--- src/inc/cep_pkg.sv ---
package cep_pkg;

  // Clock and millisecond tick
  localparam int unsigned CLK_PERIOD_NS = 50;
  localparam int unsigned MS_NS         = 1000000;
  localparam int unsigned MS_CYCLES     = (MS_NS + CLK_PERIOD_NS - 1) / CLK_PERIOD_NS;

  // Register map
  localparam int unsigned REG_COUNT        = 12;
  localparam logic [7:0]  ADDR_BASE        = 8'h30;
  localparam logic [7:0]  ADDR_PROFILE     = 8'h30;
  localparam logic [7:0]  ADDR_S1_CFG1     = 8'h31;
  localparam logic [7:0]  ADDR_S1_RESP     = 8'h32;
  localparam logic [7:0]  ADDR_S1_THRESH   = 8'h33;
  localparam logic [7:0]  ADDR_S1_DIVIDER  = 8'h34;
  localparam logic [7:0]  ADDR_S2_CFG1     = 8'h35;
  localparam logic [7:0]  ADDR_S2_RESP     = 8'h36;
  localparam logic [7:0]  ADDR_S2_THRESH   = 8'h37;
  localparam logic [7:0]  ADDR_S2_DIVIDER  = 8'h38;
  localparam logic [7:0]  ADDR_S3_CFG1     = 8'h39;
  localparam logic [7:0]  ADDR_S3_RESP     = 8'h3a;
  localparam logic [7:0]  ADDR_S3_THRESH   = 8'h3b;

  // Register indices (address minus base)
  localparam logic [3:0]  IDX_PROFILE      = 4'h0;
  localparam logic [3:0]  IDX_S1_CFG1      = 4'h1;
  localparam logic [3:0]  IDX_S1_RESP      = 4'h2;
  localparam logic [3:0]  IDX_S1_THRESH    = 4'h3;
  localparam logic [3:0]  IDX_S1_DIVIDER   = 4'h4;
  localparam logic [3:0]  IDX_S2_CFG1      = 4'h5;
  localparam logic [3:0]  IDX_S2_RESP      = 4'h6;
  localparam logic [3:0]  IDX_S3_CFG1      = 4'h9;
  localparam logic [3:0]  IDX_S3_RESP      = 4'ha;
  localparam logic [3:0]  IDX_S3_THRESH    = 4'hb;

  // Values after reset, index order 0x3b .. 0x30
  localparam logic [11:0][7:0] REG_RESET = {8'h00, 8'h00, 8'h00, 8'h04, 8'h00, 8'h09,
                                            8'h00, 8'h02, 8'h00, 8'h26, 8'h00, 8'h00};
  // Implemented bits per register
  localparam logic [11:0][7:0] REG_MASK  = {8'h3f, 8'hff, 8'h7f, 8'h07, 8'h3f, 8'hff,
                                            8'h7f, 8'h07, 8'h3f, 8'hff, 8'h7f, 8'h0f};

  // Field positions
  localparam int unsigned PROFILE_LSB   = 0;
  localparam int unsigned TMODE_BIT     = 6;
  localparam int unsigned DELAY_LSB     = 3;
  localparam int unsigned SELECT_LSB    = 0;
  localparam int unsigned RCODE_LSB     = 0;
  localparam int unsigned RMAG_LSB      = 4;

  // Active profile codes
  localparam logic [3:0]  PROF_SDP      = 4'h0;
  localparam logic [3:0]  PROF_CDP      = 4'h1;
  localparam logic [3:0]  PROF_DCP      = 4'h2;
  localparam logic [3:0]  PROF_LEG_LO   = 4'h3;
  localparam logic [3:0]  PROF_LEG_HI   = 4'h9;
  localparam logic [3:0]  PROF_CUSTOM   = 4'ha;

  // Stimulus select codes
  localparam logic [2:0]  SEL_VBUS_RDY  = 3'h0;
  localparam logic [2:0]  SEL_DP_HI_A   = 3'h1;
  localparam logic [2:0]  SEL_DP_WIN    = 3'h2;
  localparam logic [2:0]  SEL_DM_HI     = 3'h3;
  localparam logic [2:0]  SEL_DP_HI_B   = 3'h6;
  localparam logic [2:0]  SEL_VBUS_ON   = 3'h7;

  // Response codes
  localparam logic [3:0]  RSP_REMOVE    = 4'h0;
  localparam logic [3:0]  RSP_V_DP      = 4'h1;
  localparam logic [3:0]  RSP_V_DM      = 4'h2;
  localparam logic [3:0]  RSP_V_BOTH    = 4'h3;
  localparam logic [3:0]  RSP_R_DP      = 4'h4;
  localparam logic [3:0]  RSP_BAD_A     = 4'h5;
  localparam logic [3:0]  RSP_DIV_DP    = 4'h6;
  localparam logic [3:0]  RSP_R_DM      = 4'h7;
  localparam logic [3:0]  RSP_BAD_B     = 4'h8;
  localparam logic [3:0]  RSP_DIV_DM    = 4'h9;
  localparam logic [3:0]  RSP_SHORT     = 4'ha;
  localparam logic [3:0]  RSP_DIV_BOTH  = 4'hc;
  localparam logic [3:0]  RSP_R_BOTH    = 4'hd;
  localparam logic [3:0]  MAG_BAD       = 4'hf;

  // Timer lengths in ms per delay code
  localparam logic [7:0][6:0] DELAY_MS = {7'd100, 7'd80, 7'd40, 7'd20, 7'd10, 7'd5, 7'd1, 7'd0};

  typedef enum logic [2:0] {
    CEP_IDLE    = 3'b000,
    CEP_WAIT    = 3'b001,
    CEP_DELAY   = 3'b010,
    CEP_HOLD    = 3'b011,
    CEP_APPLIED = 3'b100,
    CEP_DONE    = 3'b101
  } cep_state_e;

endpackage

--- src/hw/cep_profile_status.sv ---
// How it works
// - Load settings from memory for applied profile
// - Host register writes never change contents
// - Stimulus 3 frozen for legacy, SDP, DCP
// - Legacy in charger cycle freezes BC1.2 controls
// - Sleep clears first config of each stimulus
// - Other config registers survive Sleep
// - Profile register rewritten on change, cleared in Sleep
// - Active profile shown as 4-bit code
// - Timer mode 1: apply, hold, remove if gone
// - Timer mode 0: delay before response
// - Delay code selects 0 to 100 ms
// - Bus voltage stimuli advance without removal
// - Select codes 001, 011 and 110 detect data line above threshold
// - Select 010 is positive line window comparator
// - Unusable response values are rejected on load
// - Voltage responses use magnitude as voltage
// - Resistor responses use magnitude as resistance
// - Divider responses use magnitude as divider total
// - Response register: magnitude high, code low, 26h
// - Response code selects the data-line action
`timescale 1ns/1ps

module cep_profile_status #(
  parameter int unsigned MS_CYCLES = cep_pkg::MS_CYCLES
) (
  // Clock and reset
  input  wire logic       i_clk,              // 20 MHz clock
  input  wire logic       i_rst,              // Async reset, active high
  // Host register access
  input  wire logic       i_reg_rd,           // Register read strobe
  input  wire logic       i_reg_wr,           // Register write strobe
  input  wire logic [7:0] i_reg_addr,         // Register address
  input  wire logic [7:0] i_reg_wdata,        // Write data, discarded
  output logic      [7:0] o_reg_rdata,        // Read data
  output logic            o_reg_ack,          // Access done pulse
  // Profile selection and memory loader
  input  wire logic       i_profile_apply,    // Profile change pulse
  input  wire logic [3:0] i_profile_code,     // Code of new profile
  input  wire logic       i_dce_cycle,        // Dedicated charger cycle running
  input  wire logic       i_ld_en,            // Memory loader write strobe
  input  wire logic [7:0] i_ld_addr,          // Loader target address
  input  wire logic [7:0] i_ld_data,          // Loader data
  output logic            o_ld_reject,        // Loader write refused pulse
  // Sleep and first stimulus engine
  input  wire logic       i_sleep_entry,      // Sleep entry pulse
  input  wire logic       i_first_stimulus_select_arm,        // First stimulus evaluation enable
  // Comparator levels from the analog side
  input  wire logic       i_cmp_vbus_ready,   // Bus voltage ready, async
  input  wire logic       i_cmp_vbus_present, // Bus voltage present, async
  input  wire logic       i_cmp_dp_high,      // Positive line above threshold, async
  input  wire logic       i_cmp_dm_high,      // Negative line above threshold, async
  input  wire logic       i_cmp_dp_low,       // Positive line above fixed low level, async
  // Engine status and response actions
  output logic            o_first_stimulus_select_detect,     // Stimulus seen (filtered)
  output logic            o_first_stimulus_select_done,       // Next stimulus may proceed
  output logic      [3:0] o_resp_mag,         // Applied response magnitude
  output logic            o_dp_volt,          // Voltage on positive_data_line_out
  output logic            o_dm_volt,          // Voltage on negative_data_line_out
  output logic            o_dp_res,           // Resistor positive line to ground
  output logic            o_dm_res,           // Resistor negative line to ground
  output logic            o_dp_div,           // Divider tap on positive line
  output logic            o_dm_div,           // Divider tap on negative line
  output logic            o_dpdm_short        // Low-ohm resistor between lines
);

  // Five comparators; timer wide enough for one millisecond
  localparam int unsigned NCMP = 5;
  localparam int unsigned TW   = $clog2(MS_CYCLES + 1);

  typedef struct packed {
    // Register file, index is address minus base
    logic [11:0][7:0]   regs;
    // Comparator capture chain
    logic [NCMP-1:0]    sync1;
    logic [NCMP-1:0]    sync2;
    logic [NCMP-1:0]    sync3;
    logic [NCMP-1:0]    filt;
    // Millisecond timer
    logic [TW-1:0]      tick_cnt;
    logic [6:0]         ms_left;
    // First stimulus engine
    cep_pkg::cep_state_e state;
    logic [6:0]         drive;
    logic [3:0]         mag;
    logic               done;
    // Host and loader replies
    logic [7:0]         rdata;
    logic               ack;
    logic               reject;
  } cep_state_s;

  cep_state_s st_reg;
  cep_state_s st_next;

  // Action bits: {dp_volt, dm_volt, dp_res, dm_res, dp_div, dm_div, short}
  function automatic logic [6:0] cep_decode(input logic [3:0] code);
    logic [6:0] act;
    act = 7'h00;
    case (code)
      cep_pkg::RSP_V_DP:     act = 7'h40;
      cep_pkg::RSP_V_DM:     act = 7'h20;
      cep_pkg::RSP_V_BOTH:   act = 7'h60;
      cep_pkg::RSP_R_DP:     act = 7'h10;
      cep_pkg::RSP_DIV_DP:   act = 7'h04;
      cep_pkg::RSP_R_DM:     act = 7'h08;
      cep_pkg::RSP_DIV_DM:   act = 7'h02;
      cep_pkg::RSP_SHORT:    act = 7'h01;
      cep_pkg::RSP_DIV_BOTH: act = 7'h06;
      cep_pkg::RSP_R_BOTH:   act = 7'h18;
      // Unusable and keep codes drive nothing
      default:               act = 7'h00;
    endcase
    return act;
  endfunction

  // Profile and loader decode
  logic [3:0]  eff_profile;
  logic        prof_legacy;
  logic        ld_hit;
  logic [3:0]  ld_idx;
  logic        ld_blocked;
  logic        ld_bad;
  // First stimulus settings
  logic [7:0]  cfg1;
  logic [7:0]  resp;
  logic [2:0]  sel;
  logic        tmode;
  logic [6:0]  delay_ms;
  logic        stim;
  logic        nowait;
  logic        tick;
  logic [6:0]  resp_act;
  logic        resp_keep;
  // Host read decode
  logic        rd_hit;
  logic [3:0]  rd_idx;

  always_comb begin
    eff_profile = i_profile_apply ? i_profile_code : st_reg.regs[cep_pkg::IDX_PROFILE][3:0];
    prof_legacy = (eff_profile >= cep_pkg::PROF_LEG_LO) && (eff_profile <= cep_pkg::PROF_LEG_HI);

    ld_hit = (i_ld_addr >= cep_pkg::ADDR_S1_CFG1) && (i_ld_addr <= cep_pkg::ADDR_S3_THRESH);
    ld_idx = 4'(i_ld_addr - cep_pkg::ADDR_BASE);

    ld_blocked = 1'b0;
    if (ld_idx >= cep_pkg::IDX_S3_CFG1) begin
      ld_blocked = prof_legacy || (eff_profile == cep_pkg::PROF_SDP)
                   || (eff_profile == cep_pkg::PROF_DCP);
    end else if (ld_idx == cep_pkg::IDX_S1_THRESH) begin
      ld_blocked = prof_legacy && i_dce_cycle;
    end else if (ld_idx == cep_pkg::IDX_S1_DIVIDER) begin
      ld_blocked = (eff_profile == cep_pkg::PROF_CDP) || (eff_profile == cep_pkg::PROF_DCP);
    end

    // Response registers refuse unusable magnitudes and codes
    ld_bad = 1'b0;
    if ((ld_idx == cep_pkg::IDX_S1_RESP) || (ld_idx == cep_pkg::IDX_S2_RESP)
        || (ld_idx == cep_pkg::IDX_S3_RESP)) begin
      ld_bad = (i_ld_data[cep_pkg::RMAG_LSB +: 4] == cep_pkg::MAG_BAD)
               || (i_ld_data[cep_pkg::RCODE_LSB +: 4] == cep_pkg::RSP_BAD_A)
               || (i_ld_data[cep_pkg::RCODE_LSB +: 4] == cep_pkg::RSP_BAD_B);
    end

    cfg1     = st_reg.regs[cep_pkg::IDX_S1_CFG1];
    resp     = st_reg.regs[cep_pkg::IDX_S1_RESP];
    sel      = cfg1[cep_pkg::SELECT_LSB +: 3];
    tmode    = cfg1[cep_pkg::TMODE_BIT];
    delay_ms = cep_pkg::DELAY_MS[cfg1[cep_pkg::DELAY_LSB +: 3]];

    // Filtered comparators: {dp_low, dm_high, dp_high, vbus_present, vbus_ready}
    case (sel)
      cep_pkg::SEL_VBUS_RDY: stim = st_reg.filt[0];
      cep_pkg::SEL_VBUS_ON:  stim = st_reg.filt[1];
      cep_pkg::SEL_DP_HI_A:  stim = st_reg.filt[2];
      cep_pkg::SEL_DP_HI_B:  stim = st_reg.filt[2];
      cep_pkg::SEL_DM_HI:    stim = st_reg.filt[3];
      cep_pkg::SEL_DP_WIN:   stim = !st_reg.filt[2] && st_reg.filt[4];
      default:               stim = 1'b0;
    endcase
    nowait = (sel == cep_pkg::SEL_VBUS_RDY) || (sel == cep_pkg::SEL_VBUS_ON);

    tick = (st_reg.tick_cnt == TW'(MS_CYCLES - 1));

    // Codes 1110 and 1111 leave whatever is applied unchanged
    resp_keep = (resp[cep_pkg::RCODE_LSB +: 4] >= 4'he);
    resp_act  = cep_decode(resp[cep_pkg::RCODE_LSB +: 4]);

    rd_hit = (i_reg_addr >= cep_pkg::ADDR_PROFILE) && (i_reg_addr <= cep_pkg::ADDR_S3_THRESH);
    rd_idx = 4'(i_reg_addr - cep_pkg::ADDR_BASE);
  end

  always_comb begin
    st_next = st_reg;
    st_next.ack    = 1'b0;
    st_next.reject = 1'b0;

    // Three-stage input capture; a level is taken once stages two and three agree
    st_next.sync1 = {i_cmp_dp_low, i_cmp_dm_high, i_cmp_dp_high,
                     i_cmp_vbus_present, i_cmp_vbus_ready};
    st_next.sync2 = st_reg.sync1;
    st_next.sync3 = st_reg.sync2;
    for (int i = 0; i < NCMP; i++) begin
      if (st_reg.sync2[i] == st_reg.sync3[i]) begin
        st_next.filt[i] = st_reg.sync3[i];
      end
    end

    // Host access: reads return masked contents, writes are acknowledged and dropped
    if (i_reg_rd || i_reg_wr) begin
      st_next.ack = 1'b1;
    end
    if (i_reg_rd) begin
      if (rd_hit) begin
        st_next.rdata = st_reg.regs[rd_idx] & cep_pkg::REG_MASK[rd_idx];
      end else begin
        st_next.rdata = 8'h00;
      end
    end

    if (i_profile_apply) begin
      st_next.regs[cep_pkg::IDX_PROFILE] = {4'h0, i_profile_code};
    end

    if (i_ld_en && ld_hit) begin
      if (ld_bad) begin
        st_next.reject = 1'b1;
      end else if (!ld_blocked) begin
        st_next.regs[ld_idx] = i_ld_data & cep_pkg::REG_MASK[ld_idx];
      end
    end

    // Timer ticks once per millisecond while a timed phase runs
    if ((st_reg.state == cep_pkg::CEP_DELAY) || (st_reg.state == cep_pkg::CEP_HOLD)) begin
      st_next.tick_cnt = tick ? '0 : TW'(st_reg.tick_cnt + 1'b1);
      // Held at zero so a late tick cannot wrap the count
      if (tick && (st_reg.ms_left != 7'h00)) begin
        st_next.ms_left = 7'(st_reg.ms_left - 1'b1);
      end
    end else begin
      st_next.tick_cnt = '0;
    end

    case (st_reg.state)
      // Nothing is evaluated until armed
      cep_pkg::CEP_IDLE: begin
        st_next.done = 1'b0;
        if (i_first_stimulus_select_arm) begin
          st_next.state = cep_pkg::CEP_WAIT;
        end
      end

      // Timer mode 1 or a zero delay acts at once
      cep_pkg::CEP_WAIT: begin
        if (stim) begin
          st_next.ms_left = delay_ms;
          if (tmode || (delay_ms == 7'h00)) begin
            if (!resp_keep) begin
              st_next.drive = resp_act;
              st_next.mag   = resp[cep_pkg::RMAG_LSB +: 4];
            end
            st_next.state = tmode ? cep_pkg::CEP_HOLD : cep_pkg::CEP_APPLIED;
          end else begin
            st_next.state = cep_pkg::CEP_DELAY;
          end
        end
      end

      // Response waits for the last millisecond tick
      cep_pkg::CEP_DELAY: begin
        if (tick && (st_reg.ms_left <= 7'h01)) begin
          if (!resp_keep) begin
            st_next.drive = resp_act;
            st_next.mag   = resp[cep_pkg::RMAG_LSB +: 4];
          end
          st_next.state = cep_pkg::CEP_APPLIED;
        end
      end

      // Response held for the whole timer
      cep_pkg::CEP_HOLD: begin
        if (st_reg.ms_left == 7'h00) begin
          if (!stim) begin
            st_next.drive = 7'h00;
            st_next.state = cep_pkg::CEP_DONE;
          end else begin
            st_next.state = cep_pkg::CEP_APPLIED;
          end
        end
      end

      // Bus voltage stimuli never wait for removal
      cep_pkg::CEP_APPLIED: begin
        if (nowait) begin
          st_next.state = cep_pkg::CEP_DONE;
        end else if (!stim) begin
          if (tmode) begin
            st_next.drive = 7'h00;
          end
          st_next.state = cep_pkg::CEP_DONE;
        end
      end

      // Done stands until disarm, profile change or sleep
      cep_pkg::CEP_DONE: begin
        st_next.done = 1'b1;
      end
      default: begin
        st_next.state = cep_pkg::CEP_IDLE;
      end
    endcase

    // Dropping the arm or changing profile restarts evaluation; drive is kept until a new response
    if (!i_first_stimulus_select_arm || i_profile_apply) begin
      st_next.state = cep_pkg::CEP_IDLE;
      st_next.done  = 1'b0;
    end

    // Sleep entry wins over a same-cycle load so the volatile registers really end cleared
    // Only the volatile registers are touched; all others keep their contents
    if (i_sleep_entry) begin
      st_next.regs[cep_pkg::IDX_PROFILE] = cep_pkg::REG_RESET[cep_pkg::IDX_PROFILE];
      st_next.regs[cep_pkg::IDX_S1_CFG1] = cep_pkg::REG_RESET[cep_pkg::IDX_S1_CFG1];
      st_next.regs[cep_pkg::IDX_S2_CFG1] = cep_pkg::REG_RESET[cep_pkg::IDX_S2_CFG1];
      st_next.regs[cep_pkg::IDX_S3_CFG1] = cep_pkg::REG_RESET[cep_pkg::IDX_S3_CFG1];
      st_next.state = cep_pkg::CEP_IDLE;
      st_next.done  = 1'b0;
      st_next.drive = 7'h00;
      st_next.mag   = 4'h0;
    end
  end

  always_ff @(posedge i_clk or posedge i_rst) begin
    if (i_rst) begin
      st_reg.regs     <= cep_pkg::REG_RESET;
      st_reg.sync1    <= '0;
      st_reg.sync2    <= '0;
      st_reg.sync3    <= '0;
      st_reg.filt     <= '0;
      st_reg.tick_cnt <= '0;
      st_reg.ms_left  <= 7'h00;
      // Engine idle with no response applied
      st_reg.state    <= cep_pkg::CEP_IDLE;
      st_reg.drive    <= 7'h00;
      st_reg.mag      <= 4'h0;
      st_reg.done     <= 1'b0;
      st_reg.rdata    <= 8'h00;
      st_reg.ack      <= 1'b0;
      st_reg.reject   <= 1'b0;
    end else begin
      st_reg <= st_next;
    end
  end

  assign o_reg_rdata    = st_reg.rdata;
  assign o_reg_ack      = st_reg.ack;
  assign o_ld_reject    = st_reg.reject;
  assign o_first_stimulus_select_detect = stim;
  assign o_first_stimulus_select_done   = st_reg.done;
  assign o_resp_mag     = st_reg.mag;

  // One action bit per pad control, in decode order
  assign o_dp_volt      = st_reg.drive[6];
  assign o_dm_volt      = st_reg.drive[5];
  assign o_dp_res       = st_reg.drive[4];
  assign o_dm_res       = st_reg.drive[3];
  assign o_dp_div       = st_reg.drive[2];
  assign o_dm_div       = st_reg.drive[1];
  assign o_dpdm_short   = st_reg.drive[0];

endmodule

--- config.mk ---
export PLATFORM = sky130hd
export DESIGN_NAME = cep_profile_status
export DESIGN_NICKNAME = d
export VERILOG_FILES = /design/src/inc/cep_pkg.sv /design/src/hw/cep_profile_status.sv
export SDC_FILE = /design/constraint.sdc
export NUM_CORES = 1
export LEC_CHECK = 0
export ABC_AREA = 1
export BUFFER_PORTS_ARGS = -buffer_cell sky130_fd_sc_hd__clkbuf_2
export CAP_MARGIN = 20
export CORE_MARGIN = 1.5
export CORE_UTILIZATION = 44
export DETAILED_ROUTE_END_ITERATION = 16
export PLACE_DENSITY = 0.67
export SLEW_MARGIN = 20
export SYNTH_ARGS = -nofsm -noshare
export SYNTH_HDL_FRONTEND = slang
export SYNTH_SLANG_ARGS = --single-unit
--- constraint.sdc ---
create_clock -name i_clk -period 7.55 [get_ports i_clk]
set_input_delay 0.3775 -clock i_clk [delete_from_list [all_inputs] [get_ports i_clk]]
set_output_delay 0.3775 -clock i_clk [all_outputs]
set_load 0.02 [all_outputs]
Word level (Yosys, flattened, before mapping)
Memory sizes are Yosys's and may differ from the RTL's.
Index checks and enable logic that the tools add are counted.
{"block": "totals", "ff_bits": 163, "rom_bits": 424, "inputBits": 50, "output_inout_bits": 23, "elab_cells": 186, "memories": 4}
{"block": "op_classes", "addsub": 4, "n_lt_le_gt_ge": 13, "n_eq_ne": 42, "muxes": 51, "bitwise": 4, "reduce_logical": 39}
{"name": "(no name shown)", "words": 16, "width": 8, "read_ports": 1, "rd_ports_with_merged_regs": 0, "wr": 0, "line": "cep_profile_status.sv:229", "source": "st_next.regs[ld_idx] = i_ld_data & cep_pkg::REG_MASK[ld_idx];"}
{"name": "(no name shown)", "words": 16, "width": 8, "read_ports": 1, "rd_ports_with_merged_regs": 0, "wr": 0, "line": "cep_profile_status.sv:215", "source": "st_next.rdata = st_reg.regs[rd_idx] & cep_pkg::REG_MASK[rd_idx];"}
{"name": "(no name shown)", "words": 16, "width": 7, "read_ports": 1, "rd_ports_with_merged_regs": 0, "wr": 0, "line": "cep_profile_status.sv:100", "source": "case (code)"}
{"name": "(no name shown)", "words": 8, "width": 7, "read_ports": 1, "rd_ports_with_merged_regs": 0, "wr": 0, "line": "cep_profile_status.sv:169", "source": "delay_ms = cep_pkg::DELAY_MS[cfg1[cep_pkg::DELAY_LSB +: 3]];"}
{"cell": "80-bit two-way mux", "n": 3}
{"cell": "96-bit bitwise mux", "n": 1}
{"cell": "8-bit two-way mux", "n": 8}
{"cell": "7-bit two-way mux", "n": 7}
{"cell": "15-bit two-way mux", "n": 3}
{"cell": "8-bit binary-select mux with 4-bit select", "n": 1}
{"cell": "8-bit demux with 4-bit select", "n": 1}
{"cell": "7-bit one-hot mux with 4 select lines", "n": 1}
{"cell": "11-bit two-way mux", "n": 2}
{"cell": "21-bit two-way mux", "n": 1}
{"cell": "3-bit inequality test (second input constant)", "n": 7}
{"cell": "10-bit two-way mux", "n": 2}
{"cell": "3-bit one-hot mux with 6 select lines", "n": 1}
{"cell": "8-bit AND", "n": 2}
{"cell": "8-bit by 6-bit greater-or-equal comparator with 1-bit output (second input constant)", "n": 2}
{"cell": "8-bit by 6-bit less-or-equal comparator with 1-bit output (second input constant)", "n": 2}
{"cell": "16-bit two-way mux", "n": 1}
{"cell": "15-bit by 1-bit adder with 15-bit output (second input constant)", "n": 1}
{"cell": "15-bit equality test (second input constant)", "n": 1}
{"cell": "3-bit two-way mux", "n": 5}
{"cell": "7-bit zero test", "n": 2}
{"cell": "14-bit two-way mux", "n": 1}
{"cell": "3-bit by 2-bit equality test with 1-bit output (second input constant)", "n": 4}
{"cell": "3-bit equality test (second input constant)", "n": 4}
{"cell": "41 further kinds", "n": 90}

Logic depth before layout (Yosys ltp)
Gate-level depths: netlist of run 1.
{"block": "depth", "depth_word": 10, "ltp_mapped": 15}

Worst setup path before layout of run 1
No wires, ideal clock.
{"block": "synth_timing", "path_kind": "register to register", "from": "register st_reg[25] (netlist name)", "to": "register st_reg, in the netlist o_dm_div", "setup_ns": 0.129, "arrival_time_ns": 1.844, "setup_slack_ns": 5.577, "stages_incl_launch_ff": 12, "synth_period_minus_slack_ns": 1.973, "path_cell_list": "dfrtp_1 inv_1 ha_1 nand3_1 nor3_1 nand2_1 nand2_1 nand3_1 nor2_1 inv_1 nand2_1 o21ai_0"}
{"block": "synth_via", "elab_chain_cells": 4, "elab_cells_between_ends": 6, "classes_between": "order compare (1); eq/ne (2); reduce/logical (3)"}
{"element": "start: declaration", "line": "cep_profile_status.sv:93", "source": "cep_state_s st_reg;"}
{"element": "start signal: assignment", "line": "cep_profile_status.sv:351", "source": "st_reg <= st_next;"}
{"element": "7-bit by 1-bit less-or-equal comparator with 1-bit output", "line": "cep_profile_status.sv:271", "source": "if (tick && (st_reg.ms_left <= 7'h01)) begin"}
{"element": "1-bit logical AND", "line": "cep_profile_status.sv:271"}
{"element": "3-bit by 2-bit inequality test with 1-bit output (no source line)"}
{"element": "9-bit AND reduction (no source line) *"}
Every way passes the cells marked *; elsewhere a longest branch is shown, timed or not.
A chain may end at the register's enable or synchronous reset.

Final worst setup path of run 1
Ends and elaborated chain as after synthesis.

==> results of run 1 <==
## cells in the mapped netlist (all sizes together), types with 3 or more instances
cell and n:
nand2 314, dfrtp 156, o21ai 129, nor2 99, inv 98, nand3 79, a21oi 54, buf 25
clkbuf 22, ha 14, nand4 14, nor3 11, o31ai 8, dfstp 7, maj3 5, and3 4
o2111ai 4, a32o 3, o211ai 3, o221ai 3
## layout by cell type, fill, tap and decap left out, types with 4 or more instances in the layout
cell | netlist | final
nor2_1 | 95 | 95
nor2_2 | 4 | 4
o21ai_2 | 6 | 6
o21ai_1 | 50 | 50
nand3_1 | 70 | 70
ha_1 | 14 | 14
o31ai_1 | 8 | 8
o21ai_0 | 73 | 73
o2111ai_1 | 4 | 4
clkbuf_2 | 0 | 64
nand3_2 | 9 | 9
inv_1 | 95 | 94
dfrtp_1 | 156 | 156
nand4_1 | 14 | 14
nand2_1 | 314 | 314
and3_1 | 4 | 4
a21oi_1 | 53 | 53
clkbuf_16 | 0 | 17
dfstp_2 | 7 | 7
nor3_1 | 11 | 11
buf_4 | 12 | 4
maj3_1 | 5 | 5
## layout make-up
class	count	area (um^2)	share of cell area, %
inverter	99	377	4.02
timing repair buffer	68	350	3.74
sequential	163	4090	43.6
tap	234	293	3.12
multi-input combinational	762	3660	39.1
clock inverter	11	128	1.36
clock buffer	21	470	5.02
## cells by family after synthesis
| group | Yosys count | synth area share, % |
|---|---|---|
| AO/OA/AOI/OAI | 214 | 14.3 |
| XOR/XNOR | 3 | 0.312 |
| adder cells (fa/ha/maj) | 19 | 2.68 |
| buffers and inverters | 146 | 7.89 |
| flip-flops | 163 | 48.6 |
| multiplexers | 1 | 0.119 |
| AND/OR/NAND/NOR | 525 | 26.1 |
## per-stage QoR
stage	hold slack (ps)	worst slack, ps	power (W)	instances
floorplan	331	2780	0.00104	1071
global placement	333	4810	0.00110	1326
detailed placement	335	4830	0.00110	1326
CTS	30.9	5060	0.00197	1358
global route	31.8	4740	0.00203	1358
finish	44.8	5030	0.00196	1358
## layer usage
| metal | global-route usage (%) | vias up | share of wire (%) |
|---|---|---|---|
| met5 | 0 | - | 0 |
| met4 | 7.24 | 0 | 1.7 |
| met3 | 4.86 | 31 | 7.6 |
| met2 | 32.7 | 255 | 42 |
| met1 | 33.8 | 3373 | 49 |
| li1 | - | 3594 | - |
## power groups by stage
| stage | clock (W) | combinational [W] | sequential (W) |
|---|---|---|---|
| after floorplan | 0 | 0.000118 | 0.000923 |
| after global placement | 0 | 0.000174 | 0.000925 |
| after detailed placement | 0 | 0.000176 | 0.000927 |
| after CTS | 0.000884 | 0.000177 | 0.000911 |
| after global routing | 0.000921 | 0.000200 | 0.000913 |
| final | 0.000870 | 0.000178 | 0.000911 |
## how the worst min path moves through the flow
stage | from | to | slack, ps | depth (start not counted)
after detailed placement | st_next[59]$_DFF_PP0_ | st_next[54]$_DFF_PP0_ | 330 | 0
after global placement | st_next[60]$_DFF_PP0_ | st_next[55]$_DFF_PP0_ | 330 | 0
final | i_cmp_dp_high | st_next[59]$_DFF_PP0_ | 40 | 1
after CTS | i_cmp_dp_high | st_next[59]$_DFF_PP0_ | 30 | 1
after global routing | i_cmp_vbus_ready | st_next[57]$_DFF_PP0_ | 30 | 1
after floorplan | st_next[57]$_DFF_PP0_ | st_next[52]$_DFF_PP0_ | 330 | 0
## worst max-delay path: stages, from the launching register on
cell,delay [ps]
dfrtp_1,410
inv_1,100
ha_1,200
nand3_1,120
nor3_1,220
nand2_1,280
nand2_1,140
nand3_1,120
nor2_1,420
inv_1,220
nand2_1,90
o21ai_0,80
==> metrics.md, run 1 <==
| Metric | Value |
|---|---|
| Status | `complete, no violations` |
| Routed WL per cell | `15.7 um` |
| Share of layout cells above drive strength 1 | `11.8%` |
| Ranking of synthesized cells by area | `dfrtp_1 (46%), nand2_1 (14%), o21ai_0 (4.3%)` |
| Top fanout value on the critical path | `10` |
| Seq cells post-synth | `163` |
| Dpl cell area | `8770 um^2` |
| Post-DP HPWL | `14,600 um` |
| Top cell type's share of synthesized area | `46.4%` |
| Area Overhead vs Synth | `11.3%` |
| R2R Setup Slk | `5030 ps` |
| Max-slew violations | `0` |
| # fillers | `1,811` |
| Clock Path Buffers | `2` |
| Crit Path Category | `reg2reg` |
| Post-cts sizing count | `0` |
| Clock Latency Late Sink | `440 ps` |
| Clk pwr share | `44.4%` |
| Peak VDD IR | `0.000173 V` |
| Row count | `50` |
| Synth async-reset ratio | `100%` |
| WP data arrival | `2830 ps` |
| Clk_skew | `7.65 ps` |
| Count of cell types in the netlist | `45` |
| TritonCTS Buffers | `17` |
| Sw Pwr | `0.000501 W` |
| Ys Warns | `0` |
| Initial Utilization | `45.0%` |
| Cell Pwr Density | `209 nW/um^2` |
| GRT Total Usage | `22.6%` |
| RSZ-0062 raised after global routing | `no` |
| Final Setup Violations | `0` |
| Critical path launch point type | `flip-flop` |
| # DRC | `0` |
| Sw frac | `25.6%` |
| TritonRoute pass-1 iters | `9` |
| CP required | `7860 ps` |
| Drt via density | `5.34` |
| Launch point of the worst path | `st_reg[25]$_DFF_PP0_` |
| Vias | `7,253` |
| Avg Cell Area, Syn | `7.86 um^2` |
| Net Count, Synth | `1,135` |
| Worst rel slew slack | `24.0%` |
| Setup_tns | `0 ps` |
| Fin. Hold Viols | `0` |
| Tmin final | `2520 ps` |
| Sink Count | `163` |
| Postcts setup bufs | `0` |
| Post-synth design cell area | `8420 um^2` |
| Die span in y | `141 um` |
| Worst slew pin tran | `1140 ps` |
| Power share of the combinational group | `9.1%` |
| H-tree depth | `4` |
| Crit Reg-Reg Endpoint | `o_dm_div$_DFFE_PP0P_` |
| Drt initial violations | `890` |
| Post-synth EDFFs | `0` |
| Nets | `1,175` |
| Min-Delay Path Class | `in2reg` |
| Die area | `20,000 um^2` |
| N_diodes | `0` |
| P_int | `0.00146 W` |
| Largest net degree at the start of global routing | `92` |
| CP endpoint kind | `flip-flop` |
| Post-route cell area | `9370 um^2` |
| First-pass GRT wire length | `34,900 um` |
| I/O Buffers | `64` |
| Sequential area share after synthesis | `48.6%` |
| Post-route ant nets | `0` |
| Worst Setup EP | `o_dm_div$_DFFE_PP0P_` |
| Die Wd | `141 um` |
| Overflow after GRT | `0` |
| Drt total wl | `21,300 um` |
| Hold_buf cts | `0` |
| Syn Inst Count | `1,071` |
| Max-Cap Viols | `0` |
| Routability cong. | `0.852` |
| # IOs | `73` |
| LEAKAGE | `4.53 nW` |
| Clock Tree Root | `clkbuf_16` |
| CTS tree | `yes` |
| Sequential share of power | `46.5%` |
| Initial antenna violation count | `0` |
| R2r worst-path depth | `11` |
| Reg-to-Reg Start | `st_reg[25]$_DFF_PP0_` |
| Vias in the first global route | `6,711` |
| Fmax | `0.397 GHz` |
| Period utilization | `33.4%` |
| CTS clk-pin slew, worst paths | `60 ps` |
| Synth area leader | `dfrtp_1` |
| Max reg flops | `115` |
| Fin util | `50.1%` |
| Top_reg_cell synth | `dfrtp_1` |
| Total core area | `18,700 um^2` |
No activity file was read; power rests on OpenSTA's default activity.
==> inputs of run 2 (changes only) <==
--- a/config.mk
+++ b/config.mk
@@ -5,7 +5,7 @@
 export SDC_FILE = /design/constraint.sdc
 export NUM_CORES = 1
 export LEC_CHECK = 0
-export ABC_AREA = 1
+export ABC_AREA = 0
 export BUFFER_PORTS_ARGS = -buffer_cell sky130_fd_sc_hd__clkbuf_2
 export CAP_MARGIN = 20
 export CORE_MARGIN = 1.5
==> constraint.sdc (replaced) <==
create_clock -name i_clk -period 2.4 [get_ports i_clk]
set_input_delay 0.12 -clock i_clk [delete_from_list [all_inputs] [get_ports i_clk]]
set_output_delay 0.12 -clock i_clk [all_outputs]
set_load 0.02 [all_outputs]
==> metrics.md, run 2 <==
| Metric | Value |
|---|---|
| Status | `complete, no violations` |
| Fin. Hold Viols | `0 (unchanged)` |
| First-pass GRT wire length | `32,600 um (-6.7%)` |
| Clk pwr share | `45.7% (+1.3 points)` |
| P_int | `0.00476 W (+230%)` |
| Max reg flops | `115 (unchanged)` |
| Clk_skew | `6.42 ps (-1.23 ps)` |
| Crit Reg-Reg Endpoint | `st_reg[22]$_DFFE_PP0P_` |
| CTS clk-pin slew, worst paths | `70 ps (about the same)` |
| Post-route cell area | `10,100 um^2 (+7.5%)` |
| Die span in y | `141 um (about the same)` |
| H-tree depth | `4 (unchanged)` |
| LEAKAGE | `4.75 nW (+5.0%)` |
| Dpl cell area | `9290 um^2 (+5.9%)` |
| Vias | `5,869 (-19%)` |
| GRT Total Usage | `21.1% (-1.5 points)` |
| Total core area | `18,800 um^2 (+0.33%)` |
| Top_reg_cell synth | `dfrtp_1` |
| Synth async-reset ratio | `100% (unchanged)` |
| TritonCTS Buffers | `17 (unchanged)` |
| Max-slew violations | `0 (unchanged)` |
| Die Wd | `141 um (about the same)` |
| Nets | `860 (-27%)` |
| Reg-to-Reg Start | `st_reg[28]$_DFF_PP0_` |
| Sw Pwr | `0.00150 W (+200%)` |
| Final Non-Filler Cells | `1,043 (-23%)` |
| Peak VDD IR | `0.000530 V (+210%)` |
| Drt via density | `5.63 (+5.4%)` |
| Top post-synthesis cells by count | `dfrtp_1 (156), nand2_1 (68), mux2_2 (61), mux2i_1 (40), nor2_1 (36)` |
| Min Hold Slack | `19.0 ps (-25.8 ps)` |
| Max-Cap Viols | `0 (unchanged)` |
| Routability cong. | `0.862 (+1.1%)` |
| Post-route ant nets | `0 (unchanged)` |
| Placed insts | `1,002 (-24%)` |
| Sw frac | `23.9% (-1.6 points)` |
| Initial Utilization | `44.9% (-0.063 points)` |
| # DRC | `0 (unchanged)` |
| Syn Inst Count | `696 (-35%)` |
| Post-synth design cell area | `8430 um^2 (+0.19%)` |
| Top cell type's share of synthesized area | `46.3% (-0.089 points)` |
| Area Overhead vs Synth | `19.4%` |
| Crit Path Category | `reg2reg` |
| Vias in the first global route | `6,116 (-8.9%)` |
| I/O Buffers | `64 (unchanged)` |
| Clock Latency Late Sink | `430 ps (about the same)` |
| Worst slew pin tran | `883 ps (-255 ps)` |
| Critical path launch point type | `flip-flop` |
| Sink Count | `163 (unchanged)` |
| Die area | `20,000 um^2 (+0.18%)` |
| Final Setup Violations | `0 (unchanged)` |
| Initial antenna violation count | `0 (unchanged)` |
| Seq cells post-synth | `163 (unchanged)` |
| CP endpoint kind | `flip-flop` |
| Synth area leader | `dfrtp_1` |
| Routed WL per cell | `19.2 um (+22%)` |
| Drt initial violations | `400 (-55%)` |
| Multi-input logic area | `4020 um^2 (+9.6%)` |
| N_diodes | `0 (unchanged)` |
| Sequential area share after synthesis | `48.5% (-0.094 points)` |
| CTS tree | `yes` |
| Avg Cell Area, Syn | `12.1 um^2 (+54%)` |
| Worst Setup EP | `st_reg[22]$_DFFE_PP0P_` |
| Net Count, Synth | `760 (-33%)` |
| Share of layout cells above drive strength 1 | `35.6% (+24 points)` |
| Pre-CTS WS | `-34.5 ps (-4860 ps)` |
| Drt total wl | `20,000 um (-5.9%)` |
| Ys Warns | `0 (unchanged)` |
| R2r worst-path depth | `7 (-4)` |
| Min-Delay Path Class | `in2reg` |
| Power share of the combinational group | `8.6% (-0.5 points)` |
| CP required | `2710 ps (-5150 ps)` |
| Register cell area after layout | `4090 um^2 (unchanged)` |
| Overflow after GRT | `0 (unchanged)` |
| Cell Pwr Density | `621 nW/um^2 (+200%)` |
| Commonest non-fill, non-tap cell in the layout | `dfrtp_1` |
| TritonRoute pass-1 iters | `4 (-5)` |
| Launch point of the worst path | `st_reg[28]$_DFF_PP0_` |
| Top fanout value on the critical path | `3 (-7)` |
| Most frequent cells in the layout | `dfrtp_1 (156), nand2_1 (66), clkbuf_2 (64)` |
| Largest net degree at the start of global routing | `164 (+78%)` |
| R2R Setup Slk | `90 ps (-4940 ps)` |
| Count of cell types in the netlist | `70 (+56%)` |
| Row count | `50 (unchanged)` |
| Ranking of synthesized cells by area | `dfrtp_1 (46%), mux2_2 (8.1%), mux4_2 (6.4%)` |
| Worst Slack Setup Final | `90.1 ps (-4940 ps)` |
| Post-DP HPWL | `14,000 um (-4.2%)` |
| Tmin final | `2310 ps (-211 ps)` |
| Period utilization | `96.2% (+63 points)` |
| Clock Tree Root | `clkbuf_16` |
| Worst rel slew slack | `41.1% (+17 points)` |
| # fillers | `1,574 (-13%)` |
| WP data arrival | `2620 ps (-210 ps)` |
| Clock Path Buffers | `2 (unchanged)` |
| Post-synth EDFFs | `0 (unchanged)` |
| Most common cell in the netlist | `dfrtp_1` |
| # IOs | `73 (unchanged)` |
| Fmax | `0.433 GHz (+9.2%)` |
| Sequential share of power | `45.7% (-0.8 points)` |
[run 2: cell count changes after synthesis, sizes merged, moves of 8 or more]
cell,previous run,this run
mux4,0,24
mux2,0,70
inv,98,24
nand3,79,13
a21oi,54,24
nor2b,0,11
nor2,99,36
o21ai,129,7
nand4,14,6
mux2i,1,40
xor2,2,15
nand2,314,68
[run 2: metrics by stage]
stage	TNS (ps)	util (%)	power, W
finish	0	53.6	0.00625
global route	-38.7	53.6	0.00646
CTS	0	53.2	0.00628
detailed placement	-290	49.5	0.00343
global placement	0	49.5	0.00341
floorplan	0	-	0.00324
[run 2: worst max-delay path: stages, from the launching register on]
cell and delay, ps:
dfrtp_1 420, or4_1 570, buf_4 170, nor3_2 150, or3_1 180, o211ai_1 120, a31oi_1 220, mux2_2 370
[run 2: final cells by class]
class,count,share of cell area [%]
multi-input combinational,457,39.9
clock buffer,21,4.67
clock inverter,11,1.50
timing repair buffer,132,9.44
tap,234,2.91
sequential,163,40.6
inverter,25,0.969
[run 2: metal layers]
metal	part of all wire (%)	GRT usage, %	up-vias	routed length, um
met3	3.4	2.90	30	682
met4	2.5	9.01	0	505
met1	45	28.3	3005	8950
li1	-	-	2711	-
met5	0	0	-	0
met2	49	34.5	123	9890
[run 2: worst min-delay path by stage]
stage	from	endpoint	cells past startpoint
detailed placement	i_cmp_dm_high	st_next[60]$_DFF_PP0_	1
global route	i_ld_data[3]	resp[3]$_DFFE_PP0P_	2
finish	i_ld_data[3]	resp[3]$_DFFE_PP0P_	2
global placement	i_cmp_dp_low	st_next[61]$_DFF_PP0_	1
CTS	i_ld_data[3]	resp[3]$_DFFE_PP0P_	2
floorplan	i_cmp_vbus_ready	st_next[57]$_DFF_PP0_	0
[run 2: cell families (layout without fill, tap and decap cells)]
| family | Yosys count | in the layout | synth area share (%) |
|---|---|---|---|
| compound gates | 91 | 91 | 9.66 |
| flops | 163 | 163 | 48.5 |
| buf+inv | 76 | 189 | 4.54 |
| mux | 134 | 134 | 20.9 |
| xor+xnor | 23 | 23 | 2.39 |
| simple gates | 190 | 190 | 11.4 |
| fa+ha+maj | 19 | 19 | 2.67 |
[run 2: repair_timing]
item | CTS | global route
hold buffers | 8 | 0
buffers inserted | 0 | 1
hold endpoints to repair | 46 | 0
resized for setup | 0 | 10
endpoints found under the setup margin | 0 | 24
[run 2: power by group through the flow]
| stage | Combinational, W | Clock [W] | Sequential, W |
|---|---|---|---|
| after floorplan | 0.000342 | 0 | 0.00289 |
| after global placement | 0.000507 | 0 | 0.00290 |
| after detailed placement | 0.000521 | 0 | 0.00291 |
| after CTS | 0.000534 | 0.00289 | 0.00286 |
| after global routing | 0.000590 | 0.00301 | 0.00286 |
| final | 0.000538 | 0.00286 | 0.00286 |
==> inputs of run 3 (changes only) <==
--- a/config.mk
+++ b/config.mk
@@ -5,7 +5,7 @@
 export SDC_FILE = /design/constraint.sdc
 export NUM_CORES = 1
 export LEC_CHECK = 0
-export ABC_AREA = 0
+export ABC_AREA = 1
 export BUFFER_PORTS_ARGS = -buffer_cell sky130_fd_sc_hd__clkbuf_2
 export CAP_MARGIN = 20
 export CORE_MARGIN = 1.5
==> constraint.sdc (replaced) <==
create_clock -name i_clk -period 2.4 [get_ports i_clk]
set_input_delay 0.48 -clock i_clk [delete_from_list [all_inputs] [get_ports i_clk]]
set_output_delay 0.48 -clock i_clk [all_outputs]
set_load 0.02 [all_outputs]
==> metrics.md, run 3 (synthesis gave the netlist of run 1 again) <==
| Metric | Value |
|---|---|
| P_int | `0.00471 W (-0.95%)` |
| Drt initial violations | `682 (+71%)` |
| Fin util | `52.2% (-1.5 points)` |
| CTS clk-pin slew, worst paths | `60 ps (about the same)` |
| Fmax | `0.449 GHz (+3.8%)` |
| Routed met3 length | `1440 um (+110%)` |
| Drt total wl | `21,300 um (+6.4%)` |
| Routed WL per cell | `15.2 um (-21%)` |
| Sw Pwr | `0.00158 W (+5.7%)` |
| Max-slew violations | `0 (unchanged)` |
| LEAKAGE | `4.76 nW (about the same)` |
| WP data arrival | `1750 ps (-870 ps)` |
| Commonest non-fill, non-tap cell in the layout | `nand2_1` |
| Top Layer Used | `met4` |
| Post-DP HPWL | `15,200 um (+9.0%)` |
| Worst slew pin tran | `495 ps (-388 ps)` |
| Row count | `50 (unchanged)` |
| Placed insts | `1,367 (+36%)` |
| Top fanout value on the critical path | `8 (+5)` |
| Clk pwr share | `44.8% (-0.9 points)` |
| Fin. Hold Viols | `0 (unchanged)` |
| Largest net degree at the start of global routing | `62 (-62%)` |
| Sw frac | `25.1% (+1.2 points)` |
| Max-Cap Viols | `0 (unchanged)` |
| Die Wd | `141 um (about the same)` |
| Register cell area after layout | `4090 um^2 (unchanged)` |
| Max reg flops | `115 (unchanged)` |
| Met2 routed WL | `9020 um (-8.8%)` |
| N_diodes | `0 (unchanged)` |
| Wl on met1 | `10,500 um (+17%)` |
| Worst-path cell chain | `nor2_1 -> nand3_1 -> nand2_1 -> nor2_1 -> nand2_1 -> clkbuf_2` |
| I/O Buffers | `64 (unchanged)` |
| Drt via density | `5.32 (-5.4%)` |
| Post-cts sizing count | `0 (unchanged)` |
| CTS tree | `yes` |
| Setup_tns | `0 ps (unchanged)` |
| Die span in y | `141 um (about the same)` |
| WP buf/inv | `1 (unchanged)` |
| Power share of the combinational group | `9.7% (+1.1 points)` |
| Pwr Total | `0.00629 W (+0.65%)` |
| Multi-input logic area | `3660 um^2 (-8.8%)` |
| Critical path launch point type | `flip-flop` |
| TritonRoute pass-1 iters | `5 (+1)` |
| Area Overhead vs Synth | `16.0%` |
| CP required | `1920 ps (-790 ps)` |
| Most frequent cells in the layout | `nand2_1 (314), dfrtp_1 (156), nor2_1 (95)` |
| Sequential share of power | `45.5% (-0.2 points)` |
| Min-Delay Path Class | `in2reg` |
| H-tree depth | `4 (unchanged)` |
| Tmin final | `2230 ps (-83.9 ps)` |
| First-pass GRT wire length | `35,100 um (+7.9%)` |
| Vias | `7,454 (+27%)` |
| Cell Pwr Density | `645 nW/um^2 (+3.8%)` |
| Clock Path Buffers | `2 (unchanged)` |
| Final Non-Filler Cells | `1,400 (+34%)` |
| Final Setup Violations | `0 (unchanged)` |
| Routability cong. | `0.879 (+2.0%)` |
| Nets | `1,217 (+42%)` |
| Die area | `20,000 um^2 (-0.18%)` |
| Clock Tree Root | `clkbuf_16` |
| Postcts setup bufs | `0 (unchanged)` |
| Hold_buf cts | `1 (-7)` |
| Peak VDD IR | `0.000499 V (-5.8%)` |
| Share of layout cells above drive strength 1 | `14.8% (-21 points)` |
| Slowest-stage cell, CP | `dfrtp_1` |
| Slowest stage delay, CP | `470 ps (-100 ps)` |
| Sink Count | `163 (unchanged)` |
| Total core area | `18,700 um^2 (-0.33%)` |
| # fillers | `1,811 (+15%)` |
| Initial Utilization | `45.0% (+0.063 points)` |
| Initial antenna violation count | `0 (unchanged)` |
| Status | `complete, no violations` |
| Period utilization | `92.8% (-3.5 points)` |
| Worst rel slew slack | `66.8% (+26 points)` |
| Post-route ant nets | `0 (unchanged)` |
| Crit Path Category | `reg2out` |
| # DRC | `0 (unchanged)` |
| Overflow after GRT | `0 (unchanged)` |
| Vias in the first global route | `6,887 (+13%)` |
| # IOs | `73 (unchanged)` |
| RSZ-0062 raised after global routing | `no` |
| GRT Total Usage | `22.6% (+1.5 points)` |
| TritonCTS Buffers | `17 (unchanged)` |
| Top Family by Delay on Critical Path | `simple AND/OR/NAND/NOR gates` |
| CP endpoint kind | `output port` |
| Clk_skew | `9.08 ps (+2.65 ps)` |
| Clock Latency Late Sink | `430 ps (about the same)` |
==> run 3: per-layer routing <==
metal  global-route usage [%]  vias up
met5                        0        -
met4                     6.69        0
met3                     4.99       28
met2                     33.6      227
met1                     33.0     3518
li1                         -     3681
==> run 3: area by class of cell <==
| type | count | share of cell area (%) |
|---|---|---|
| tap | 234 | 3.00 |
| timing repair buffer | 110 | 7.48 |
| clock inverter | 11 | 1.55 |
| sequential | 163 | 41.9 |
| inverter | 99 | 3.84 |
| multi-input combinational | 762 | 37.5 |
| clock buffer | 21 | 4.72 |
==> run 3: stage by stage <==
| stage | hold slack (ps) | worst slack [ps] | area (um^2) |
|---|---|---|---|
| 6_report | 154 | 174 | 9760 |
| 5_1_grt | 148 | 11.9 | 9760 |
| 4_1_cts | 143 | 166 | 9760 |
| 3_5_place_dp | 335 | 96.2 | 9140 |
| 3_3_place_gp | 332 | 161 | 9140 |
| 2_1_floorplan | 331 | -145 | 8420 |
==> run 3: path summary, 6_finish.rpt <==
kind                                       startpoint                        endpoint  slack (ps)  cells past startpoint
max in group asynchronous                       i_rst         st_reg[118]$_DFFE_PP1P_        1210                      4
worst max-delay path              cfg1[1]$_DFFE_PP0P_  o_first_stimulus_select_detect         170                      6
worst max register to register   st_reg[25]$_DFF_PP0_            o_dm_div$_DFFE_PP0P_         280                     11
min in group asynchronous                       i_rst           st_next[52]$_DFF_PP0_         550                      3
worst min-delay path               i_cmp_vbus_present           st_next[58]$_DFF_PP0_         150                      1
worst min register to register  st_next[57]$_DFF_PP0_           st_next[52]$_DFF_PP0_         350                      0
==> run 3: power by group through the flow <==
stage          clock (W)  combinational (W)  sequential [W]
2_1_floorplan          0           0.000372         0.00290
3_3_place_gp           0           0.000598         0.00291
3_5_place_dp           0           0.000605         0.00291
4_1_cts          0.00286           0.000609         0.00286
5_1_grt          0.00298           0.000684         0.00287
6_report         0.00282           0.000611         0.00287
